File: src/common/gauge_calibration_map.svh
/*
 holds the calibration byte locations, bus register offsets, reset values and decode constants.
 assumes inclusion by bare name from the package and the design files.
*/
`ifndef GAUGE_CALIBRATION_MAP_SVH
`define GAUGE_CALIBRATION_MAP_SVH

// configuration memory window
`define CAL_BASE_ADDR 7'h12
`define CAL_LAST_ADDR 7'h1E
`define CAL_BYTES 13

// index of each byte inside the window
`define CAL_IDX_TEMP_OFF 4'h0
`define CAL_IDX_MAX_TEMP 4'h1
`define CAL_IDX_SELF_DIS 4'h2
`define CAL_IDX_FILTER 4'h3
`define CAL_IDX_CGAIN_LO 4'h4
`define CAL_IDX_CGAIN_HI 4'h5
`define CAL_IDX_FULL_PCT 4'h6
`define CAL_IDX_CHG_COMP 4'h7
`define CAL_IDX_VOFF 4'h8
`define CAL_IDX_VGAIN_INT 4'h9
`define CAL_IDX_VGAIN_FRAC 4'hA
`define CAL_IDX_SER_LO 4'hB
`define CAL_IDX_SER_HI 4'hC

// reset values
`define CAL_TEMP_OFF_RST 8'h80

// decode constants, temperatures in 0.1 degree units
`define CAL_MAX_TEMP_BASE 10'h2E4
`define CAL_STEP_BASE 6'h10
`define CAL_MAINT_BASE 8'h80
`define CAL_FAST_BASE 8'hC0
`define CAL_VGAIN_FRAC_BITS 8

// bus register byte offsets
`define REG_CTRL 8'h00
`define REG_STATUS 8'h04
`define REG_TEMP 8'h08
`define REG_CHG_TEMP 8'h0C
`define REG_SELF_DIS 8'h10
`define REG_CUR_GAIN 8'h14
`define REG_FULL_PCT 8'h18
`define REG_EFF 8'h1C
`define REG_VOLT 8'h20
`define REG_SERIAL 8'h24

// field positions
`define CTRL_RELOAD_BIT 0
`define STATUS_VALID_BIT 0
`define STATUS_BUSY_BIT 1

`endif

File: src/common/gauge_calibration_pkg.sv
/*
 holds the state types of the calibration decoder.
 assumes the map header sits beside it on the include path.
*/
`include "gauge_calibration_map.svh"

package gauge_calibration_pkg;

	typedef enum logic [1:0] {
		walk_idle,
		walk_addr,
		walk_take
	} walk_state_t;

	typedef struct packed {
		walk_state_t st;
		logic [3:0] idx;
		logic [`CAL_BYTES-1:0][7:0] hold;
		logic valid;
		logic ack;
		logic [31:0] rdata;
		logic [12:0] temp;
		logic [9:0] max_temp;
		logic [5:0] step;
		logic [7:0] sd_div;
		logic [7:0] filt;
		logic [15:0] cur_gain;
		logic [15:0] vgain;
		logic [7:0] full_pct;
		logic [7:0] maint_eff;
		logic [7:0] fast_eff;
		logic [15:0] serial;
		logic [15:0] sense_f;
		logic [16:0] vsum;
		logic rc_set;
		logic [7:0] rc_value;
	} core_state_t;

endpackage

File: src/logic/cal_byte_store.sv
/*
 small byte memory holding the raw calibration window; read data leave a register.
 assumes one write and one read port, both on core_clk.
*/
module cal_byte_store #(
	parameter int DEPTH = 13,
	parameter int AW = 4
) (
	input wire logic core_clk,
	input wire logic nrst,
	input wire logic wr_en,
	input wire logic [AW-1:0] wr_addr,
	input wire logic [7:0] wr_data,
	input wire logic [AW-1:0] rd_addr,
	output logic [7:0] rd_data
);
	typedef struct packed {
		logic [DEPTH-1:0][7:0] mem;
		logic [7:0] rd;
	} store_state_t;

	store_state_t s_q;
	store_state_t s_d;

	always_comb begin
		s_d = s_q;
		if (wr_en && (int'(wr_addr) < DEPTH)) begin
			s_d.mem[wr_addr] = wr_data;
		end
		s_d.rd = (int'(rd_addr) < DEPTH) ? s_q.mem[rd_addr] : 8'h00;
	end

	always_ff @(posedge core_clk) begin
		if (!nrst) begin
			s_q <= '0;
		end else begin
			s_q <= s_d;
		end
	end

	assign rd_data = s_q.rd;
endmodule // cal_byte_store

File: src/logic/cal_scale_mult.sv
/*
 registered unsigned scaler: product of two operands shifted right by a fixed amount.
 assumes operands stable for one cycle; result appears one edge later.
*/
module cal_scale_mult #(
	parameter int AW = 17,
	parameter int BW = 16,
	parameter int SHIFT = 8,
	parameter int OW = 24
) (
	input wire logic core_clk,
	input wire logic nrst,
	input wire logic [AW-1:0] op_a,
	input wire logic [BW-1:0] op_b,
	output logic [OW-1:0] result
);
	typedef struct packed {
		logic [OW-1:0] p;
	} mult_state_t;

	mult_state_t s_q;
	mult_state_t s_d;
	logic [AW+BW-1:0] full;

	always_comb begin
		full = op_a * op_b;
		s_d.p = OW'(full >> SHIFT);
	end

	always_ff @(posedge core_clk) begin
		if (!nrst) begin
			s_q <= '0;
		end else begin
			s_q <= s_d;
		end
	end

	assign result = s_q.p;
endmodule // cal_scale_mult

File: src/logic/gauge_calibration_decode.sv
/*
 calibration decoder: stores the configuration bytes, latches them after each load,
 decodes them into working values and applies them to temperature, current and voltage.
 assumes an eeprom reader delivers bytes with their addresses and a done pulse.
*/
// Decided for this implementation: the Wishbone slave port and the address map.
`include "gauge_calibration_map.svh"

module gauge_calibration_decode
	import gauge_calibration_pkg::*;
#(
	parameter int CUR_SHIFT = 8
) (
	input wire logic core_clk,
	input wire logic nrst,
	input wire logic wb_cyc,
	input wire logic wb_stb,
	input wire logic wb_we,
	input wire logic [7:0] wb_adr,
	input wire logic [3:0] wb_sel,
	input wire logic [31:0] wb_wdata,
	output logic [31:0] wb_rdata,
	output logic wb_ack,
	input wire logic cfg_we,
	input wire logic [6:0] cfg_addr,
	input wire logic [7:0] cfg_data,
	input wire logic cfg_done,
	input wire logic [11:0] raw_temp,
	input wire logic [15:0] sense_resistor_input,
	input wire logic [15:0] battery_sense_voltage,
	input wire logic full_term,
	input wire logic [7:0] remaining_capacity_value,
	output logic cal_valid,
	output logic [12:0] corrected_temp,
	output logic [9:0] max_charge_temp,
	output logic [5:0] temp_step,
	output logic [7:0] self_dis_divisor,
	output logic [7:0] filter_threshold,
	output logic [15:0] current_gain,
	output logic [23:0] current_scaled,
	output logic [7:0] full_charge_pct,
	output logic rc_raise,
	output logic [7:0] rc_raise_value,
	output logic [7:0] maint_eff,
	output logic [7:0] fast_eff,
	output logic [23:0] voltage_out,
	output logic [15:0] pack_serial
);
	core_state_t s_q;
	core_state_t s_d;
	logic [7:0] rd_byte;
	logic [6:0] cfg_rel;
	logic cfg_hit;
	logic bus_req;
	logic wr_fire;
	logic load_start;
	logic [7:0] hb [`CAL_BYTES];

	assign cfg_rel = cfg_addr - `CAL_BASE_ADDR;
	assign cfg_hit = cfg_we && (cfg_addr >= `CAL_BASE_ADDR) && (cfg_addr <= `CAL_LAST_ADDR);

	cal_byte_store #(
		.DEPTH(`CAL_BYTES),
		.AW(4)
	) u_store (
		.core_clk(core_clk),
		.nrst(nrst),
		.wr_en(cfg_hit),
		.wr_addr(cfg_rel[3:0]),
		.wr_data(cfg_data),
		.rd_addr(s_q.idx),
		.rd_data(rd_byte)
	);

	// voltage scaling by 8.8 gain
	cal_scale_mult #(
		.AW(17),
		.BW(16),
		.SHIFT(`CAL_VGAIN_FRAC_BITS),
		.OW(24)
	) u_volt (
		.core_clk(core_clk),
		.nrst(nrst),
		.op_a(s_q.vsum),
		.op_b(s_q.vgain),
		.result(voltage_out)
	);

	// current scaling by integration gain
	cal_scale_mult #(
		.AW(16),
		.BW(16),
		.SHIFT(CUR_SHIFT),
		.OW(24)
	) u_cur (
		.core_clk(core_clk),
		.nrst(nrst),
		.op_a(s_q.sense_f),
		.op_b(s_q.cur_gain),
		.result(current_scaled)
	);

	genvar gi;
	generate
		for (gi = 0; gi < `CAL_BYTES; gi++) begin : g_hold
			assign hb[gi] = s_q.hold[gi];
		end
	endgenerate

	assign bus_req = wb_cyc && wb_stb;
	assign wr_fire = bus_req && wb_we && s_q.ack;
	assign load_start = cfg_done || (wr_fire && wb_sel[0] && (wb_adr == `REG_CTRL)
		&& wb_wdata[`CTRL_RELOAD_BIT]);

	always_comb begin
		s_d = s_q;
		// load walk: copy stored bytes into holding registers
		unique case (s_q.st)
			walk_idle: begin
				if (load_start) begin
					s_d.st = walk_addr;
					s_d.idx = 4'h0;
					s_d.valid = 1'b0;
				end
			end
			walk_addr: begin
				s_d.st = walk_take;
			end
			walk_take: begin
				s_d.hold[s_q.idx] = rd_byte;
				if (s_q.idx == 4'(`CAL_BYTES - 1)) begin
					s_d.st = walk_idle;
					s_d.valid = 1'b1;
				end else begin
					s_d.idx = s_q.idx + 4'h1;
					s_d.st = walk_addr;
				end
			end
		endcase
		// decode of held bytes
		s_d.temp = {1'b0, raw_temp} + {5'h00, hb[`CAL_IDX_TEMP_OFF]};
		s_d.max_temp = `CAL_MAX_TEMP_BASE - {2'h0, hb[`CAL_IDX_MAX_TEMP][7:4], 4'h0};
		s_d.step = {1'b0, hb[`CAL_IDX_MAX_TEMP][3:0], 1'b0} + `CAL_STEP_BASE;
		s_d.sd_div = 8'h00 - hb[`CAL_IDX_SELF_DIS];
		s_d.filt = hb[`CAL_IDX_FILTER];
		s_d.cur_gain = {hb[`CAL_IDX_CGAIN_HI], hb[`CAL_IDX_CGAIN_LO]};
		s_d.full_pct = 8'h00 - hb[`CAL_IDX_FULL_PCT];
		s_d.maint_eff = {1'b0, hb[`CAL_IDX_CHG_COMP][7:4], 3'h0} + `CAL_MAINT_BASE;
		s_d.fast_eff = {2'h0, hb[`CAL_IDX_CHG_COMP][3:0], 2'h0} + `CAL_FAST_BASE;
		s_d.vgain = {hb[`CAL_IDX_VGAIN_INT], hb[`CAL_IDX_VGAIN_FRAC]};
		s_d.serial = {hb[`CAL_IDX_SER_HI], hb[`CAL_IDX_SER_LO]};
		s_d.vsum = {1'b0, battery_sense_voltage} + {9'h000, hb[`CAL_IDX_VOFF]};
		s_d.sense_f = (sense_resistor_input < {8'h00, s_q.filt}) ? 16'h0000
			: sense_resistor_input;
		// full charge termination
		s_d.rc_set = 1'b0;
		if (full_term && (remaining_capacity_value < s_q.full_pct)) begin
			s_d.rc_set = 1'b1;
			s_d.rc_value = s_q.full_pct;
		end
		// wishbone slave, one ack per request
		s_d.ack = bus_req && !s_q.ack;
		s_d.rdata = 32'h0000_0000;
		if (bus_req && !s_q.ack && !wb_we) begin
			unique case (wb_adr)
				`REG_STATUS: begin
					s_d.rdata[`STATUS_VALID_BIT] = s_q.valid;
					s_d.rdata[`STATUS_BUSY_BIT] = (s_q.st != walk_idle);
				end
				`REG_TEMP: s_d.rdata = {19'h00000, s_q.temp};
				`REG_CHG_TEMP: s_d.rdata = {10'h000, s_q.step, 6'h00, s_q.max_temp};
				`REG_SELF_DIS: s_d.rdata = {16'h0000, s_q.filt, s_q.sd_div};
				`REG_CUR_GAIN: s_d.rdata = {s_q.vgain, s_q.cur_gain};
				`REG_FULL_PCT: s_d.rdata = {24'h000000, s_q.full_pct};
				`REG_EFF: s_d.rdata = {16'h0000, s_q.fast_eff, s_q.maint_eff};
				`REG_VOLT: s_d.rdata = {8'h00, voltage_out};
				`REG_SERIAL: s_d.rdata = {16'h0000, s_q.serial};
				default: s_d.rdata = 32'h0000_0000;
			endcase
		end
	end

	always_ff @(posedge core_clk) begin
		if (!nrst) begin
			s_q <= '0;
			s_q.hold[`CAL_IDX_TEMP_OFF] <= `CAL_TEMP_OFF_RST;
		end else begin
			s_q <= s_d;
		end
	end

	assign wb_ack = s_q.ack;
	assign wb_rdata = s_q.rdata;
	assign cal_valid = s_q.valid;
	assign corrected_temp = s_q.temp;
	assign max_charge_temp = s_q.max_temp;
	assign temp_step = s_q.step;
	assign self_dis_divisor = s_q.sd_div;
	assign filter_threshold = s_q.filt;
	assign current_gain = s_q.cur_gain;
	assign full_charge_pct = s_q.full_pct;
	assign rc_raise = s_q.rc_set;
	assign rc_raise_value = s_q.rc_value;
	assign maint_eff = s_q.maint_eff;
	assign fast_eff = s_q.fast_eff;
	assign pack_serial = s_q.serial;
endmodule // gauge_calibration_decode

File: config.mk
export PLATFORM = sky130hd
export DESIGN_NAME = gauge_calibration_decode
export DESIGN_NICKNAME = d
export VERILOG_FILES = /design/src/common/gauge_calibration_pkg.sv /design/src/logic/cal_byte_store.sv /design/src/logic/cal_scale_mult.sv /design/src/logic/gauge_calibration_decode.sv
export VERILOG_INCLUDE_DIRS = /design/src /design/src/common
export SDC_FILE = /design/constraint.sdc
export NUM_CORES = 2
export LEC_CHECK = 0
export ABC_AREA = 1
export BUFFER_PORTS_ARGS = -buffer_cell sky130_fd_sc_hd__buf_2
export CORE_UTILIZATION = 62
export DETAILED_ROUTE_END_ITERATION = 7
export GPL_TIMING_DRIVEN = 0
export PLACE_DENSITY = 0.8
export SLEW_MARGIN = 10
export SYNTH_ARGS = -nofsm -noshare
export SYNTH_HDL_FRONTEND = slang
export SYNTH_SLANG_ARGS = --single-unit
File: constraint.sdc
create_clock -name core_clk -period 15.1 [get_ports core_clk]
set_input_delay 1.51 -clock core_clk [delete_from_list [all_inputs] [get_ports core_clk]]
set_output_delay 1.51 -clock core_clk [all_outputs]
set_load 0.05 [all_outputs]
==> impl_results.md <==
* Maximum buffer depth of the clock tree at 3
* Fill cell count at 5007
* Sort of element at the start of the critical path: register
* Final count of negative-setup-slack endpoints at 0
* Pin count of the biggest net entering global routing at 16
* Least setup slack across all paths after layout at 7785 ps
* Max-cap check violation count at 0
* Worst reg-to-reg path cell count at 25
* Initial standard-cell utilization of the core at 0.6313
* Setup TNS at 0 ps
* Arrival @ worst endpoint at 7760 ps
* Routability Congestion at 1.034
* Initial antenna violation count at 2
* Die boundary height at 248.1 um
* Standard cell core area at 59460 um2
* Number of slew-limit violations in the final report at 0
* Skew-Pair Late Insertion Delay at 630 ps
* Cell taking the most area after synthesis: sky130_fd_sc_hd__dfxtp_1
* Placement Setup Slack at 8152 ps
* Synth area leaders: sky130_fd_sc_hd__dfxtp_1 24%, sky130_fd_sc_hd__fa_1 21%, sky130_fd_sc_hd__nand2_1 12%
* Total Die Area at 61540 um2
* Time the final worst path needs with I/O delays and setup at 7315 ps
* Detail-routed net length per standard cell at 20.38 um
* Period utilization at 0.4844
* CTS HTree Levels at 2
* Total half-perimeter wirelength after legalization and detailed placement at 101000 um
* CP Launch Point: s_q[16]
* Result of the run: finished, final reports clean
* I/O Buffers at 266
* All-Layer GR Usage at 0.4154
* Slew HR at 0.08084
* Flip-flop cell with the highest count after synthesis: sky130_fd_sc_hd__dfxtp_1
* Maximum fanout along the worst path at 10
* Type of the tightest min-delay check: reg2reg
* Most frequent cell after synthesis: sky130_fd_sc_hd__nand2_1
* Leakage at 22.75 nW
* Clock root buffer: sky130_fd_sc_hd__clkbuf_16
* Drt initial violations at 3933
* Layout Nets at 6181
* Resized cells post-CTS at 0
* Most frequent cells after synthesis: 1163 x sky130_fd_sc_hd__nand2_1, 1014 x sky130_fd_sc_hd__inv_1, 510 x sky130_fd_sc_hd__nor2_1, 451 x sky130_fd_sc_hd__dfxtp_1, 401 x sky130_fd_sc_hd__fa_1
* Total CTS buffers at 49
* CTS tree: built
* Proportion of netlist area held by the largest area contributor at 0.2405
* Count of boundary I/O pins at 311
* Gr ovfl total at 0
* DRC violation count after routing at 0
* Synthesized cell area at 37540 um2
* Total Routed Length at 127100 um
* Kind of end point of the critical path: register
* Reg-to-Reg Start: s_q[16]
* Via Count at 34590
* Slew at the pin closest to its max-slew limit at 1379 ps
* Standard-cell row count at 89
* Mean instance size in the synthesized netlist at 7.364 um2
* Number of detailed-route iterations in the first pass at 8
* Kind of critical path: reg2reg
* Number of clock sinks at 451
* Ys async rst share at 0
* Hold-fix buffer count after cts at 0
* Post-synth EDFFs at 0
* Post-CTS setup buffer count at 0
* CP Data Required Time at 15550 ps
* Share of layout cells above drive strength 1 at 0.1166
* Post-CTS clock slew at the launch and capture registers of the worst setup and hold paths at 70 ps
* Distinct cells, synth at 51
* Instance count of the mapped netlist at 5098
* Area delta synth->final at 10.83%
* Hold Violations, Final at 0
* Reg-to-reg endpoint: u_volt.result[23]
* Number of global-route vias before repair at 33310
* IR drop worst, VDD at 0.00008994 V
* Final clock skew at 45.52 ps
* Antenna-violating nets left at 0
* RSZ-0062 raised after global routing: no
* Post-synthesis register bit count at 451
* R2r setup slk at 7790 ps
* Total power density per cell area at 66.43 nW/um2
* Count of synthesis-stage warnings from yosys at 0
* Critical Path Sink: u_volt.result[23]
* Max Freq at 136.7 MHz
* Wire length of the first global-routing pass at 190600 um
* Portion of the post-synthesis area used by sequential elements at 0.2405
* Horizontal extent of the die at 248.1 um
* Number of vias per cell at 5.547
final cells by class:
type | instances | area, um2 | area share
Antenna cell | 1 | 2.502 | 0.00006014
Buffer | 375 | 1993 | 0.04791
Clock buffer | 64 | 1373 | 0.03299
Clock inverter | 26 | 362.8 | 0.008721
Inverter | 1023 | 3842 | 0.09235
Multi-Input combinational cell | 3257 | 22710 | 0.5457
Sequential cell | 451 | 9029 | 0.2170
Tap cell | 773 | 967.2 | 0.02325
Timing Repair Buffer | 266 | 1331 | 0.03200
flip-flops by register name, summed over array words and instances, names as in the netlist, 5 cells and up:
register / cells
u_cur.result: 24
u_store.rd_data: 8
pack_serial: 16
filter_threshold: 8
rc_raise_value: 8
hb: 104
temp_step: 5
max_charge_temp: 7
self_dis_divisor: 8
corrected_temp: 13
u_store.s_q: 104
s_q: 55
current_gain: 16
wb_rdata: 32
u_volt.result: 24
full_charge_pct: 8
kinds of logic after synthesis:
group           Yosys count  share of synthesized area
other cells               1                 0.00009989
compound gates          584                    0.08659
buf+inv                1398                     0.1555
xor+xnor                 13                   0.003033
flops                   451                     0.2405
simple gates           2012                     0.2211
fa+ha+maj               639                     0.2932
critical path, cell delays in order, from the launching register on:
cell                       delay, ps
sky130_fd_sc_hd__dfxtp_1         300
sky130_fd_sc_hd__clkbuf_1        580
sky130_fd_sc_hd__clkbuf_1        720
sky130_fd_sc_hd__nand2_1         150
sky130_fd_sc_hd__fa_1            550
sky130_fd_sc_hd__inv_1            60
sky130_fd_sc_hd__fa_1            500
sky130_fd_sc_hd__inv_1            50
sky130_fd_sc_hd__fa_1            500
sky130_fd_sc_hd__inv_1            60
sky130_fd_sc_hd__fa_1            540
sky130_fd_sc_hd__fa_1            550
sky130_fd_sc_hd__inv_1            60
sky130_fd_sc_hd__fa_1            650
sky130_fd_sc_hd__inv_1            80
sky130_fd_sc_hd__ha_1            400
sky130_fd_sc_hd__nand2_1         130
sky130_fd_sc_hd__nor2_1          150
sky130_fd_sc_hd__inv_1           100
sky130_fd_sc_hd__nor2_1          120
sky130_fd_sc_hd__nand2_1          70
sky130_fd_sc_hd__nand2_1         160
sky130_fd_sc_hd__nand2_1         130
sky130_fd_sc_hd__nand3_1          90
sky130_fd_sc_hd__nand2_1          50
sky130_fd_sc_hd__nor2_1          420
layer usage:
metal | global-route usage | vias to the layer above | part of all wire
li1 | - | 15890 | -
met1 | 0.5382 | 16170 | 0.38
met2 | 0.6163 | 2144 | 0.42
met3 | 0.1409 | 385 | 0.14
met4 | 0.2109 | 0 | 0.057
met5 | 0 | - | 0
how the worst min path moves through the flow:
stage	slack (ps)	startpoint	cells after the start	to
floorplan	400	hb[64]	2	current_gain[0]
global placement	410	hb[71]	2	current_gain[7]
detailed placement	410	hb[8]	2	pack_serial[0]
CTS	410	hb[88]	2	temp_step[1]
global route	440	hb[28]	2	s_q[94]
finish	420	hb[8]	2	pack_serial[0]
cell usage in the layout, fill, tap and decap left out, drive strengths merged:
cell type / n
o31ai: 1
a21oi: 235
dfxtp: 451
o21ai: 257
o21bai: 14
buf: 441
or2: 5
ha: 238
a211oi: 1
o2111ai: 6
diode: 1
a22o: 6
xnor2: 5
xor2: 8
nand3b: 9
o21a: 8
clkinvlp: 5
nand4: 33
nor3: 62
bufinv: 6
clkinv: 11
conb: 9
clkbuf: 264
o211ai: 6
nand2: 1207
a22oi: 8
nor2: 535
inv: 1027
and2: 8
a21boi: 3
a221oi: 2
a31oi: 12
nor4: 2
o22ai: 24
nand3: 150
nand2b: 1
fa: 401
a21o: 1
where the power goes:
group	switching, mW	leakage [nW]	internal [mW]
clock network	0.556	0.837	0.752
logic	0.181	18.3	0.0559
registers	0.0152	3.65	1.20
total	0.752	22.8	2.01
metrics by stage:
step | hold WS [ps] | power (mW) | std cells | utilization | instance area [um2]
floorplan | 404.0 | 1.374 | 5106 | - | 37570
global placement | 408.7 | 1.470 | 6145 | 0.6705 | 39870
detailed placement | 411.6 | 1.471 | 6145 | 0.6705 | 39870
CTS | 413.1 | 2.748 | 6235 | 0.6996 | 41600
global route | 439.3 | 2.822 | 6235 | 0.6996 | 41600
finish | 421.0 | 2.764 | 6236 | 0.6997 | 41610
Power figures use the tool's default switching activity.
